[src/verilog/rsse_consts.vh]
`ifndef RSSE_CONSTS_VH
`define RSSE_CONSTS_VH
// ----------------------------------------
// opcode fields
// ----------------------------------------
`define RSSE_OP_RRC      6'h0c
`define RSSE_OP_RRN      6'h10
`define RSSE_OP_FILL     7'h34
`define RSSE_OP_HALT     16'h0003
`define RSSE_D_BIT       9
`define RSSE_A_BIT       8
// ----------------------------------------
// constants
// ----------------------------------------
`define RSSE_ONES        8'hff
`define RSSE_ZERO8       8'h00
`define RSSE_ACC_RST     8'h00
`define RSSE_BANK_RST    4'h0
`define RSSE_IND_ADDR    8'hef
`define RSSE_ACC_HI_BASE 8'h80
`define RSSE_ACC_HI_BANK 4'hf
`define RSSE_PTR_RST     12'h000
`endif

[src/verilog/rsse_rotator.v]
`timescale 1ns/10ps
`default_nettype none
module rsse_rotator (
	input  wire [7:0] operand_in,
	input  wire       carry_in,
	input  wire       through_carry_in,
	output wire [7:0] result_out,
	output wire       carry_out
);
	// ----------------------------------------
	// right rotate datapath
	// ----------------------------------------
	assign result_out = {through_carry_in ? carry_in : operand_in[0], operand_in[7:1]};
	assign carry_out  = through_carry_in ? operand_in[0] : carry_in;
endmodule // rsse_rotator
`default_nettype wire

[src/verilog/rsse_exec.v]
`timescale 1ns/10ps
`include "rsse_consts.vh"
`default_nettype none
module rsse_exec (
	input  wire        core_clk_in,
	input  wire        sys_rst_in,
	input  wire        instr_valid_in,
	input  wire [15:0] instr_word_in,
	input  wire [3:0]  bank_select_reg_in,
	input  wire [11:0] indirect_pointer_zero_in,
	input  wire [7:0]  mem_rdata_in,
	output reg  [11:0] mem_addr_out,
	output reg         mem_rd_out,
	output reg         mem_wr_out,
	output reg  [7:0]  mem_wdata_out,
	output reg  [7:0]  working_accumulator_out,
	output reg         carry_out,
	output reg         zero_out,
	output reg         negative_out,
	output reg         expiry_flag_out,
	output reg         powerdown_flag_out,
	output reg         watchdog_clear_out,
	output reg         osc_stop_out,
	output reg         sleeping_out,
	output reg         busy_out
);
	// ----------------------------------------
	// phases, one-hot
	// ----------------------------------------
	localparam [4:0] PH_IDLE = 5'h01;
	localparam [4:0] PH_DEC  = 5'h02;
	localparam [4:0] PH_READ = 5'h04;
	localparam [4:0] PH_PROC = 5'h08;
	localparam [4:0] PH_WRT  = 5'h10;

	reg  [4:0]  phase_q;
	reg  [15:0] ir_q;
	reg  [7:0]  opnd_q;
	reg  [7:0]  res_q;
	reg         cres_q;
	wire [7:0]  rot_res;
	wire        rot_c;
	wire        is_rrc  = ir_q[15:10] == `RSSE_OP_RRC;
	wire        is_rrn  = ir_q[15:10] == `RSSE_OP_RRN;
	wire        is_fill = ir_q[15:9] == `RSSE_OP_FILL;
	wire        is_halt = ir_q == `RSSE_OP_HALT;
	wire        is_rot  = is_rrc | is_rrn;
	wire        dest_f  = ir_q[`RSSE_D_BIT];
	wire        acc_a   = ir_q[`RSSE_A_BIT];
	reg  [11:0] addr_d;

	rsse_rotator u_rot (
		.operand_in       (opnd_q),
		.carry_in         (carry_out),
		.through_carry_in (is_rrc),
		.result_out       (rot_res),
		.carry_out        (rot_c)
	);

	// ----------------------------------------
	// address formation
	// ----------------------------------------
	always @* begin
		if (ir_q[7:0] == `RSSE_IND_ADDR)
			addr_d = indirect_pointer_zero_in;
		else if (acc_a)
			addr_d = {bank_select_reg_in, ir_q[7:0]};
		else if (ir_q[7:0] >= `RSSE_ACC_HI_BASE)
			addr_d = {`RSSE_ACC_HI_BANK, ir_q[7:0]};
		else
			addr_d = {`RSSE_BANK_RST, ir_q[7:0]};
	end

	// ----------------------------------------
	// five-phase sequencer, next values
	// ----------------------------------------
	// one decision point per phase keeps the register block a plain copy
	reg  [4:0]  phase_d;
	reg  [15:0] ir_d;
	reg  [7:0]  opnd_d;
	reg  [7:0]  res_d;
	reg         cres_d;
	reg  [11:0] mem_addr_d;
	reg         mem_rd_d;
	reg         mem_wr_d;
	reg  [7:0]  mem_wdata_d;
	reg  [7:0]  acc_d;
	reg         carry_d;
	reg         zero_d;
	reg         negative_d;
	reg         expiry_d;
	reg         powerdown_d;
	reg         wdog_clr_d;
	reg         osc_stop_d;
	reg         sleeping_d;
	reg         busy_d;

	// pointer is only read, never written, so indirect access leaves it intact
	always @* begin
		phase_d     = phase_q;
		ir_d        = ir_q;
		opnd_d      = opnd_q;
		res_d       = res_q;
		cres_d      = cres_q;
		mem_addr_d  = mem_addr_out;
		mem_rd_d    = 1'b0;
		mem_wr_d    = 1'b0;
		mem_wdata_d = mem_wdata_out;
		acc_d       = working_accumulator_out;
		carry_d     = carry_out;
		zero_d      = zero_out;
		negative_d  = negative_out;
		expiry_d    = expiry_flag_out;
		powerdown_d = powerdown_flag_out;
		wdog_clr_d  = 1'b0;
		osc_stop_d  = osc_stop_out;
		sleeping_d  = sleeping_out;
		busy_d      = busy_out;
		case (phase_q)
		PH_IDLE: begin
			// sleep holds until reset; wake logic lives elsewhere
			if (instr_valid_in && !sleeping_out) begin
				ir_d    = instr_word_in;
				phase_d = PH_DEC;
				busy_d  = 1'b1;
			end
		end
		PH_DEC: begin
			mem_addr_d = addr_d;
			mem_rd_d   = is_rot;
			phase_d    = PH_READ;
		end
		PH_READ: begin
			opnd_d  = mem_rdata_in;
			phase_d = PH_PROC;
		end
		PH_PROC: begin
			res_d   = is_fill ? `RSSE_ONES : rot_res;
			cres_d  = rot_c;
			phase_d = PH_WRT;
		end
		PH_WRT: begin
			phase_d = PH_IDLE;
			busy_d  = 1'b0;
			if (is_fill) begin
				mem_wr_d    = 1'b1;
				mem_wdata_d = res_q;
			end else if (is_rot) begin
				if (dest_f) begin
					mem_wr_d    = 1'b1;
					mem_wdata_d = res_q;
				end else begin
					acc_d = res_q;
				end
				carry_d    = cres_q;
				zero_d     = res_q == `RSSE_ZERO8;
				negative_d = res_q[7];
			end else if (is_halt) begin
				wdog_clr_d  = 1'b1;
				expiry_d    = 1'b1;
				powerdown_d = 1'b0;
				osc_stop_d  = 1'b1;
				sleeping_d  = 1'b1;
			end
		end
		default: phase_d = PH_IDLE;
		endcase
	end

	// ----------------------------------------
	// five-phase sequencer, registers
	// ----------------------------------------
	// every output is a flop, so the memory side sees no decode glitches
	always @(posedge core_clk_in) begin
		if (sys_rst_in) begin
			phase_q                 <= PH_IDLE;
			ir_q                    <= 16'h0000;
			opnd_q                  <= `RSSE_ZERO8;
			res_q                   <= `RSSE_ZERO8;
			cres_q                  <= 1'b0;
			mem_addr_out            <= `RSSE_PTR_RST;
			mem_rd_out              <= 1'b0;
			mem_wr_out              <= 1'b0;
			mem_wdata_out           <= `RSSE_ZERO8;
			working_accumulator_out <= `RSSE_ACC_RST;
			carry_out               <= 1'b0;
			zero_out                <= 1'b0;
			negative_out            <= 1'b0;
			expiry_flag_out         <= 1'b1;
			powerdown_flag_out      <= 1'b1;
			watchdog_clear_out      <= 1'b0;
			osc_stop_out            <= 1'b0;
			sleeping_out            <= 1'b0;
			busy_out                <= 1'b0;
		end else begin
			phase_q                 <= phase_d;
			ir_q                    <= ir_d;
			opnd_q                  <= opnd_d;
			res_q                   <= res_d;
			cres_q                  <= cres_d;
			mem_addr_out            <= mem_addr_d;
			mem_rd_out              <= mem_rd_d;
			mem_wr_out              <= mem_wr_d;
			mem_wdata_out           <= mem_wdata_d;
			working_accumulator_out <= acc_d;
			carry_out               <= carry_d;
			zero_out                <= zero_d;
			negative_out            <= negative_d;
			expiry_flag_out         <= expiry_d;
			powerdown_flag_out      <= powerdown_d;
			watchdog_clear_out      <= wdog_clr_d;
			osc_stop_out            <= osc_stop_d;
			sleeping_out            <= sleeping_d;
			busy_out                <= busy_d;
		end
	end
endmodule // rsse_exec
`default_nettype wire

[config.mk]
export PLATFORM = sky130hd
export DESIGN_NAME = rsse_exec
export DESIGN_NICKNAME = d
export VERILOG_FILES = /design/src/verilog/rsse_rotator.v /design/src/verilog/rsse_exec.v
export VERILOG_INCLUDE_DIRS = /design/src /design/src/verilog
export SDC_FILE = /design/constraint.sdc
export NUM_CORES = 1
export LEC_CHECK = 0
export BUFFER_PORTS_ARGS = -buffer_cell sky130_fd_sc_hd__buf_2
export CORE_ASPECT_RATIO = 1.1
export CORE_MARGIN = 3
export CORE_UTILIZATION = 45
export DETAILED_ROUTE_END_ITERATION = 8
export GPL_TIMING_DRIVEN = 0
export PLACE_DENSITY = 0.72
export RECOVER_POWER = 25
export SLEW_MARGIN = 30
export SYNTH_ARGS = -nofsm -noshare
export SYNTH_HDL_FRONTEND = slang
export SYNTH_SLANG_ARGS = --single-unit
[constraint.sdc]
create_clock -name core_clk_in -period 1.8 [get_ports core_clk_in]
set_clock_uncertainty 0.2 [all_clocks]
set_input_delay 0.54 -clock core_clk_in [delete_from_list [all_inputs] [get_ports core_clk_in]]
set_output_delay 0.54 -clock core_clk_in [all_outputs]
set_load 0.005 [all_outputs]
* After elaboration in Yosys (flattened, before gate mapping)
Index checks and enable logic that the tools add are counted.
Word-level totals: flip-flop bits (word level) 75, bits of input ports 43, output and inout port bits 39, word-level logic and storage cells 67
Cells by class: order comparisons 1, eq/ne operators 11, mux-type cells 17, bitwise gates (word level) 6, reduce and logical (&&, ||, !) cells 15
Operators by type and width (count):
- two-way mux 12 bit | 3
- two-way mux 8 bit | 4
- one-hot mux 5 bit (4 select lines) | 1
- equality test 16 x 2 -> 1 bit, second input constant | 1
- equality test 8 bit, second input constant | 1
- >= comparator 8 bit, second input constant | 1
- zero test 8 bit | 1
- AND reduction 4 bit | 2
- equality test 7 x 6 -> 1 bit, second input constant | 1
- two-way mux 1 bit | 7
- equality test 6 x 4 -> 1 bit, second input constant | 1
- equality test 6 x 5 -> 1 bit, second input constant | 1
- AND reduction 3 bit | 2
- nonzero test 2 bit | 3
- equality test 5 x 1 -> 1 bit, second input constant | 1
- equality test 5 x 2 -> 1 bit, second input constant | 1
- equality test 5 x 3 -> 1 bit, second input constant | 1
- equality test 5 x 4 -> 1 bit, second input constant | 1
- equality test 5 bit, second input constant | 1
- two-way mux 5 bit | 1
- inverter 1 bit | 5
- AND reduction 2 bit | 2
- OR reduction 2 bit | 2
- OR reduction 4 bit | 1
- 5 further kinds | 5

* Depth between registers and ports, before layout
Gate-level depths: netlist (run 1).
word-level depth 4, depth in mapped cells 6, depth with buffers taken out 5

* By module
A second synthesis (run 1) with hierarchy kept.
Unflattened totals: cell total of the unflattened synthesis 346, area total of the unflattened synthesis 3216.8 sq um
By module, submodules not included:
- rsse_exec | times used 1, cells an instance 337, area an instance 3141.8 sq um, seq. area each 1501.4 sq um
- rsse_rotator | times used 1, cells an instance 9, area an instance 75.1 sq um, seq. area each 0.0 sq um

* Worst setup path after synthesis (run 1)
No wires, ideal clock.
kind register -> register, start register phase_q[1], end register working_accumulator_out[1], library setup time 0.121 ns, arrival 1.700 ns, data required time 1.479 ns, setup slack -0.221 ns, cell stages (with the launch flop) 5, buffers on the path 0, period minus slack after synthesis 2.021 ns, path through dfxtp_1 -> or3_4 -> or2_4 -> nor3_4 -> mux2_2
On the way: word-level cells in the longest chain between the ends 2
Ends and longest elaborated chain:
- start, declared | RTL line rsse_exec.v:36 | reg [4:0] phase_q;
- start signal, assigned | RTL line rsse_exec.v:196 | phase_q <= phase_d;
- equality test 5 bit | RTL line rsse_exec.v:119 | case (phase_q)
- AND reduction 4 bit (no source line)
- end signal, assigned | RTL line rsse_exec.v:185 | working_accumulator_out <= `RSSE_ACC_RST;
- end, declared | RTL line rsse_exec.v:16 | output reg [7:0] working_accumulator_out,
Every way passes these cells. A chain may end at the register's enable or synchronous reset.

* Final worst setup path (run 1)
start register ir_q[13], end register working_accumulator_out[4]
On the way: word-level cells in the longest chain between the ends 3
Ends and longest elaborated chain:
- start, declared | RTL line rsse_exec.v:37 | reg [15:0] ir_q;
- start signal, assigned | RTL line rsse_exec.v:197 | ir_q <= ir_d;
- equality test 6 x 4 -> 1 bit (no source line) (tied with other cells)
- bitwise OR 1 bit or inverter 1 bit (tied branches)
- AND reduction 4 bit (no source line) *
Mark *: on every way between the ends. The rest lies on a longest branch, timed or not.

==> results of run 1 <==
state kept, by name, indices dropped and copies added, names as in the netlist:
| signal | count |
|---|---|
| sleeping_out | 1 |
| res_q | 8 |
| cres_q | 1 |
| watchdog_clear_out | 1 |
| carry_out | 1 |
| mem_wdata_out | 8 |
| zero_out | 1 |
| ir_q | 16 |
| powerdown_flag_out | 1 |
| phase_q | 5 |
| mem_rd_out | 1 |
| mem_wr_out | 1 |
| opnd_q | 8 |
| working_accumulator_out | 8 |
| mem_addr_out | 12 |
| negative_out | 1 |
| busy_out | 1 |
area by class of cell:
type                    instances  share of cell area [%]
well taps                      82                    2.37
clock buffers                  12                    3.35
repair buffers                101                    14.9
clock inverters                 3                   0.347
multi-input cells             231                    39.9
flip-flops and latches         75                    35.0
inverters                       6                   0.549
plain buffers                  20                    3.67
timing repair:
item | 4_1_cts | 5_1_grt
setup buffers | 10 | 8
pin swaps | 6 | 15
endpoints found under the setup margin | 52 | 53
gates cloned | 0 | 3
gates resized for setup | 31 | 69
worst max-delay path by stage:
stage | startpoint | end | cells past startpoint
after floorplan | phase_q[3] | working_accumulator_out[1] | 4
final | ir_q[13] | working_accumulator_out[4] | 5
after global placement | sys_rst_in | mem_addr_out[1] | 5
after global routing | ir_q[12] | mem_wdata_out[4] | 7
after CTS | ir_q[13] | working_accumulator_out[5] | 5
after detailed placement | phase_q[3] | mem_wdata_out[2] | 5
per-layer routing:
metal  GRT usage [%]  part of all wire, %  vias to the layer above
met5               0                    0                        -
met4            8.84                  2.0                        0
met3            5.79                  7.0                       16
met2            33.3                   50                      102
met1            24.0                   41                     1382
li1                -                    -                     1405
power by group through the flow:
stage                     Sequential, mW  Combinational, mW  Clock, mW
after floorplan                     1.76              0.186          0
after global placement              1.77              0.273          0
after detailed placement            1.78              0.278          0
after CTS                           1.73              0.329       1.13
after global routing                1.74              0.441       1.20
final                               1.74              0.406       1.12
cells by family after synthesis:
group | after synthesis | share of synthesized area, %
buf+inv | 26 | 3.50
mux | 41 | 13.3
simple gates | 138 | 22.8
other cells | 1 | 0.119
compound gates | 51 | 12.5
flops | 75 | 47.8
critical path, cell delays in order (launching register included):
cell and delay [ns]:
dfxtp_4 0.35, or3b_4 0.39, a211o_1 0.33, nor3_4 0.16, buf_12 0.16, mux2_4 0.30
stage by stage:
stage / setup TNS (ns) / instances / setup slack (ns) / hold WS [ns]
finish: -3.77 / 530 / -0.208 / 0.214
global route: -6.89 / 530 / -0.242 / 0.222
CTS: -3.91 / 519 / -0.252 / 0.207
detailed placement: -18.15 / 494 / -0.400 / 0.251
global placement: -16.21 / 494 / -0.353 / 0.244
floorplan: -1.43 / 332 / -0.210 / 0.238
cells in the final DEF (no fill, tap or decap), types with 4 or more instances in the layout:
| cell type | n |
|---|---|
| clkbuf_1 | 10 |
| nand2_1 | 32 |
| a21oi_1 | 8 |
| a32o_1 | 7 |
| buf_2 | 78 |
| clkbuf_8 | 11 |
| o21ai_2 | 7 |
| buf_4 | 15 |
| buf_12 | 4 |
| nor4_1 | 4 |
| mux2i_1 | 34 |
| dfxtp_2 | 5 |
| dfxtp_1 | 68 |
| inv_1 | 4 |
| nor2_1 | 37 |
| nand3_1 | 7 |
| nand2b_1 | 10 |
| nand3_2 | 4 |
| o311ai_1 | 5 |
| mux2_4 | 6 |
| a2bb2oi_1 | 8 |
| buf_6 | 6 |
| o2bb2ai_1 | 4 |
| nor2b_1 | 14 |
| clkbuf_2 | 4 |
==> qor.csv, run 1 <==
metric,value,unit
status,"finished, violations left",
failing checks,negative setup slack,
Util after Layout,64.9,%
"Seq/Total Area, Yosys",47.8,%
DR vias/cell,5.48,
CP Capture Type,flop,
Vias,2905,
core area,6670,sq um
# H-tree levels,3,
most numerous cell in the Yosys netlist,dfxtp_1,
combinational share of power,12.4,%
CP max FO,7,
final slew viol count,0,
worst setup path class,reg -> reg,
Commonest cells post-synth,"dfxtp_1, nor2_1, mux2i_1, nand2_1, nor2b_1",
Synth top area share,47.8,%
worst hold path endpoint,ir_q[13],
Switching Share,25.4,%
GRT Residual Overflow,0,
DRC,0,
antenna violations before repair,0,
hold path startpoint,instr_word_in[13],
Post-Syn Nets,375,
Max-slew headroom,63.9,%
total CTS buffers,9,
IO buf count,80,
routed len/inst,16.2,um
area of the multi-input gates,1730,sq um
power after layout,3.27,mW
row count,31,
Filler cells,545,
Post-Syn Area,3140,sq um
Achievable Freq,498,MHz
Hold Fails Final Rpt,0,
I/O Pins,82,
startpoint types,flop,
Area Growth Syn to Fin,37.7,%
vias in the first global route,2678,
final net count,487,
Final ANT Viol Nets,0,
Clock transition at path regs,0.08,ns
Die Area,8030,sq um
synth unique cells,45,
starting density of the core,47.1,%
post-route cell area,4330,sq um
Mean Syn Cell Area,9.47,sq um
Tcrit/Tclk final,112,%
R2R Setup Slk,-0.21,ns
n_diodes,0,
largest net degree at the start of global routing,12,
wire length of the first global-routing pass,12.6,mm
CTS tree,built,
FF-to-FF End,working_accumulator_out[4],
PnR worst setup slack,-0.208,ns
chip width,85.7,um
reg2reg path depth,5,
arrival time at the worst endpoint,2.05,ns
Syn. warnings,0,
MaxCap Viol Count,0,
clock buffer depth,2,
Critical Path RT,1.84,ns
final setup violating endpoints,38,
Reg-to-Reg Start,ir_q[13],
Post-synth EDFFs,0,
Hold Path Depth,3,
share of synthesized flip-flops with an asynchronous set or reset,0,%
Total Wirelength,8.61,mm
Root Buffer,clkbuf_8,
Pint,2.44,mW
Clk pwr share,34.4,%
Final Critical Period,2.01,ns
register bit total from synthesis,75,
"Clk Latency, worst-skew pair",0.36,ns
Mapped Cells,332,
Post-DP HPWL,5.47,mm
hold crit path type,in -> reg,
NetSw,831,uW
die height,93.7,um
register area,1520,sq um
Leak,1.92,nW
Post-CTS Hold Fix Bufs,0,
initial drt markers,141,
gpl congestion,0.812,
gr usage total,20.1,%
Seq pwr share,53.2,%
maximum VDD drop,0.417,mV
Cell Pwr Density,755,nW/um^2
top cell type by total area after synthesis,dfxtp_1,
synth top area cells,"dfxtp_1, mux2i_1, nor2_1",
share of cells above drive strength 1,38.6,%
dpl cell area,3660,sq um
RSZ-0062 raised after global routing,true,
clk sink count,75,
Worst-Margin Slew,0.542,ns
DRT Pass-1 Iters,5,
ys flop type,dfxtp_1,
(Power assumes the default switching activity.)
==> run 2, diff against run 1 <==
- BUFFER_PORTS_ARGS: -buffer_cell sky130_fd_sc_hd__buf_2 -> -buffer_cell sky130_fd_sc_hd__clkbuf_2
- PLACE_DENSITY: 0.72 -> 0.7
- clock period: 1.8 -> 1.9 ns (I/O delays scaled with it)
==> qor.csv, run 2 (synthesis gave the netlist of run 1 again) <==
metric,value,unit
status,"finished, violations left",
failing checks,negative setup slack,
Filler cells,597,
M3 GR Usage,3.95,%
PnR worst setup slack,-0.126,ns
Post-CTS Hold Fix Bufs,0,
Root Buffer,clkbuf_8,
hold crit path type,in -> reg,
clock buffer depth,2,
RSZ-0062 raised after global routing,true,
DRT Pass-1 Iters,4,
Clock transition at path regs,0.07,ns
MaxCap Viol Count,0,
GRT Residual Overflow,0,
I/O Pins,82,
CP max FO,7,
Largest Register,ir_q,
DRC,0,
initial drt markers,83,
chip width,85.7,um
DR vias/cell,5.32,
Regs by FF count,"ir_q (16), mem_addr_out (12)",
core area,6670,sq um
Area Growth Syn to Fin,29.4,%
DP Worst Slack,-0.278,ns
die height,93.7,um
gpl congestion,0.783,
Die Area,8030,sq um
"most common cell after layout, fill and taps aside",clkbuf_2,
vias in the first global route,2676,
Worst-Margin Slew,0.529,ns
# H-tree levels,3,
row count,31,
clk sink count,75,
Cell Pwr Density,781,nW/um^2
final net count,476,
Max-slew headroom,64.7,%
final slew viol count,0,
Hold WS,0.250,ns
Total Wirelength,7.71,mm
final setup violating endpoints,10,
worst setup path class,reg -> reg,
n_diodes,0,
Vias,2760,
GR Util met2,32.6,%
CTS tree,built,
Achievable Freq,494,MHz
arrival time at the worst endpoint,2.06,ns
IO buf count,80,
largest net degree at the start of global routing,19,
share of cells above drive strength 1,31.8,%
Leak,1.78,nW
antenna violations before repair,0,
most frequent cells in the layout,"clkbuf_2, dfxtp_1, nor2_1",
startpoint types,flop,
Post-DP HPWL,5.47,mm
busiest layer in global routing,met2,
routed len/inst,14.9,um
Final ANT Viol Nets,0,
maximum VDD drop,0.435,mV
starting density of the core,47.1,%
Critical Path RT,1.94,ns
met1 Track Usage GR,24.9,%
gr usage total,19.9,%
wire length of the first global-routing pass,12.6,mm
CP Capture Type,flop,
max FFs per register,16,
Tcrit/Tclk final,107,%
Final Critical Period,2.03,ns
"Clk Latency, worst-skew pair",0.35,ns
Hold Fails Final Rpt,0,
total CTS buffers,9,
## run 2: changes by cell type in the layout (fill, tap and decap cells not counted), sizes merged
| cell | previous run | this run |
|---|---|---|
| buf | 105 | 19 |
| bufinv | 0 | 1 |
| clkbuf | 28 | 104 |
| clkinv | 4 | 3 |
| clkinvlp | 1 | 0 |
## run 2: timing repair
action,in CTS,in global routing
endpoints found under the setup margin,49,54
resized for setup,21,21
buffers inserted,11,1
pin swaps,5,4
## run 2: area by class of cell
type                    count  area [sq um]  area share (%)
plain buffers              18           108            2.65
clock buffers              13           159            3.91
inverters                   6          22.5           0.554
clock inverters             2          35.0           0.861
multi-input cells         231          1630            40.0
flip-flops and latches     75          1510            37.2
well taps                  82           103            2.52
repair buffers             92           499            12.3
## run 2: critical path, stage by stage (launching register included)
cell and delay (ns):
dfxtp_4 0.35, or3b_4 0.39, a211o_1 0.30, nor3_4 0.23, buf_12 0.16, mux2_4 0.30
## run 2: path summary, 6_finish.rpt
path | to | start | cells after the start | slack (ns)
worst max-delay path | working_accumulator_out[1] | ir_q[13] | 5 | -0.13
worst min-delay path | opnd_q[6] | mem_rdata_in[6] | 3 | 0.25
worst max register to register | working_accumulator_out[1] | ir_q[13] | 5 | -0.13
worst min register to register | carry_out | cres_q | 2 | 0.26
## run 2: per-layer routing
metal  share of wire (%)  wire length [um]
met1                  44              3390
met2                  49              3750
met3                 5.9               453
met4                 1.6               125
met5                   0                 0
## run 2: power breakdown
| group | switching, mW | internal (mW) |
|---|---|---|
| clock network | 0.550 | 0.671 |
| logic | 0.160 | 0.154 |
| registers | 0.0351 | 1.61 |
## run 2: stage by stage
| stage | cells | instance area (sq um) | power (mW) | setup TNS, ns | utilization, % |
|---|---|---|---|---|---|
| final | 519 | 4070 | 3.18 | -0.899 | 61.0 |
| after global routing | 519 | 4070 | 3.29 | -1.51 | 61.0 |
| after CTS | 519 | 4010 | 3.18 | -0.765 | 60.1 |
| after detailed placement | 494 | 3660 | 1.95 | -11.87 | 54.8 |
| after global placement | 494 | 3660 | 1.94 | -9.93 | 54.8 |
| after floorplan | 332 | 3150 | 1.85 | -0.597 | - |
==> run 3, diff against run 2 <==
- GPL_TIMING_DRIVEN: 0 -> default
==> qor.csv, run 3 (synthesis gave the netlist of run 1 again) <==
metric,value,unit
IO buf count,80,
routed len/inst,14.7,um
wire length of the first global-routing pass,12.7,mm
final slew viol count,0,
gpl congestion,0.761,
"most common cell after layout, fill and taps aside",clkbuf_2,
CP Capture Type,flop,
Area Growth Syn to Fin,31.4,%
total CTS buffers,9,
CTS tree,built,
post-route cell area,4130,sq um
most frequent cells in the layout,"clkbuf_2, dfxtp_1, nor2_1",
R2R Setup Slk,-0.04,ns
final setup violating endpoints,6,
gr usage total,20.1,%
GRT Residual Overflow,0,
initial drt markers,126,
clock buffer depth,2,
n_diodes,0,
RSZ-0062 raised after global routing,true,
Cell Pwr Density,749,nW/um^2
Total Wirelength,7.72,mm
hold crit path type,in -> reg,
max FFs per register,16,
share of cells above drive strength 1,35.1,%
"Clk Latency, worst-skew pair",0.35,ns
chip width,85.7,um
CP max FO,7,
Largest Register,ir_q,
startpoint types,flop,
antenna violations before repair,0,
Filler cells,587,
status,"finished, violations left",
maximum VDD drop,0.429,mV
DRC,0,
worst setup path class,reg -> reg,
Regs by FF count,"ir_q (16), mem_addr_out (12)",
DP Worst Slack,-0.0760,ns
core area,6670,sq um
failing checks,negative setup slack,
clk sink count,75,
starting density of the core,47.1,%
Final ANT Viol Nets,0,
Critical Path RT,1.94,ns
Clock transition at path regs,0.08,ns
largest net degree at the start of global routing,22,
row count,31,
Final Critical Period,1.94,ns
Hold Fails Final Rpt,0,
Tcrit/Tclk final,102,%
Post-DP HPWL,5.54,mm
Leak,1.86,nW
Die Area,8030,sq um
I/O Pins,82,
arrival time at the worst endpoint,1.98,ns
PnR worst setup slack,-0.0361,ns
dpl cell area,3860,sq um
vias in the first global route,2716,
Vias,2808,
power after layout,3.10,mW
die height,93.7,um
MaxCap Viol Count,0,
Worst-Margin Slew,0.817,ns
Hold Path Depth,3,
Achievable Freq,517,MHz
reg2reg path depth,5,
Max-slew headroom,45.4,%
Post-CTS Hold Fix Bufs,0,
Root Buffer,clkbuf_8,
final net count,484,
# H-tree levels,3,
DRT Pass-1 Iters,4,
DR vias/cell,5.33,
[run 3: cell types whose count changed in the layout (fill, tap and decap cells not counted), sizes merged]
cell / change
buf: +19
bufinv: -1
clkinv: +1
clkbuf: -11
[run 3: layer usage]
layer  global-route usage, %  up-vias  wire length [um]
met3                    5.44        8               418
met2                    33.2       71              3810
met5                       0        -                 0
met4                    8.44        0                87
li1                        -     1400                 -
met1                    24.6     1329              3400
[run 3: worst paths after layout]
path / startpoint / end
worst max-delay path: ir_q[12] / working_accumulator_out[3]
worst min-delay path: mem_rdata_in[1] / opnd_q[1]
worst max register to register: ir_q[12] / working_accumulator_out[3]
worst min register to register: busy_out / busy_out
[run 3: final cells by class]
| type | count | area, sq um | area share [%] |
|---|---|---|---|
| Multi-Input combinational cell | 231 | 1600 | 38.7 |
| Sequential cell | 75 | 1510 | 36.5 |
| Timing Repair Buffer | 118 | 719 | 17.4 |
| Clock buffer | 13 | 169 | 4.09 |
| Tap cell | 82 | 103 | 2.48 |
| Inverter | 6 | 22.5 | 0.545 |
| Clock inverter | 2 | 10.0 | 0.242 |
[run 3: timing repair]
| item | 4_1_cts | 5_1_grt |
|---|---|---|
| setup endpoints to repair | 29 | 45 |
| buffers inserted | 0 | 1 |
| pin swaps | 0 | 2 |
| resized for setup | 7 | 15 |
| gates cloned | 0 | 0 |
[run 3: power by group]
group | total, mW | internal [mW] | switching, mW
Combinational | 0.340 | 0.180 | 0.160
Sequential | 1.64 | 1.61 | 0.0305
Clock | 1.11 | 0.570 | 0.544
Total | 3.10 | 2.36 | 0.734
[run 3: through the flow]
stage / hold WS, ns / setup TNS [ns] / std cells / util (%)
6_report: 0.251 / -0.171 / 527 / 61.9
5_1_grt: 0.252 / -1.15 / 527 / 61.9
4_1_cts: 0.240 / -0.174 / 526 / 61.0
3_5_place_dp: 0.247 / -0.848 / 511 / 57.9
3_3_place_gp: 0.243 / -0.199 / 511 / 57.9
2_1_floorplan: 0.238 / -0.597 / 332 / -
[run 3: worst max-delay path, stage by stage (launching register included)]
cell	delay, ns
dfxtp_2	0.32
or3b_4	0.40
a211o_1	0.30
nor3_4	0.16
buf_12	0.16
mux2_4	0.30
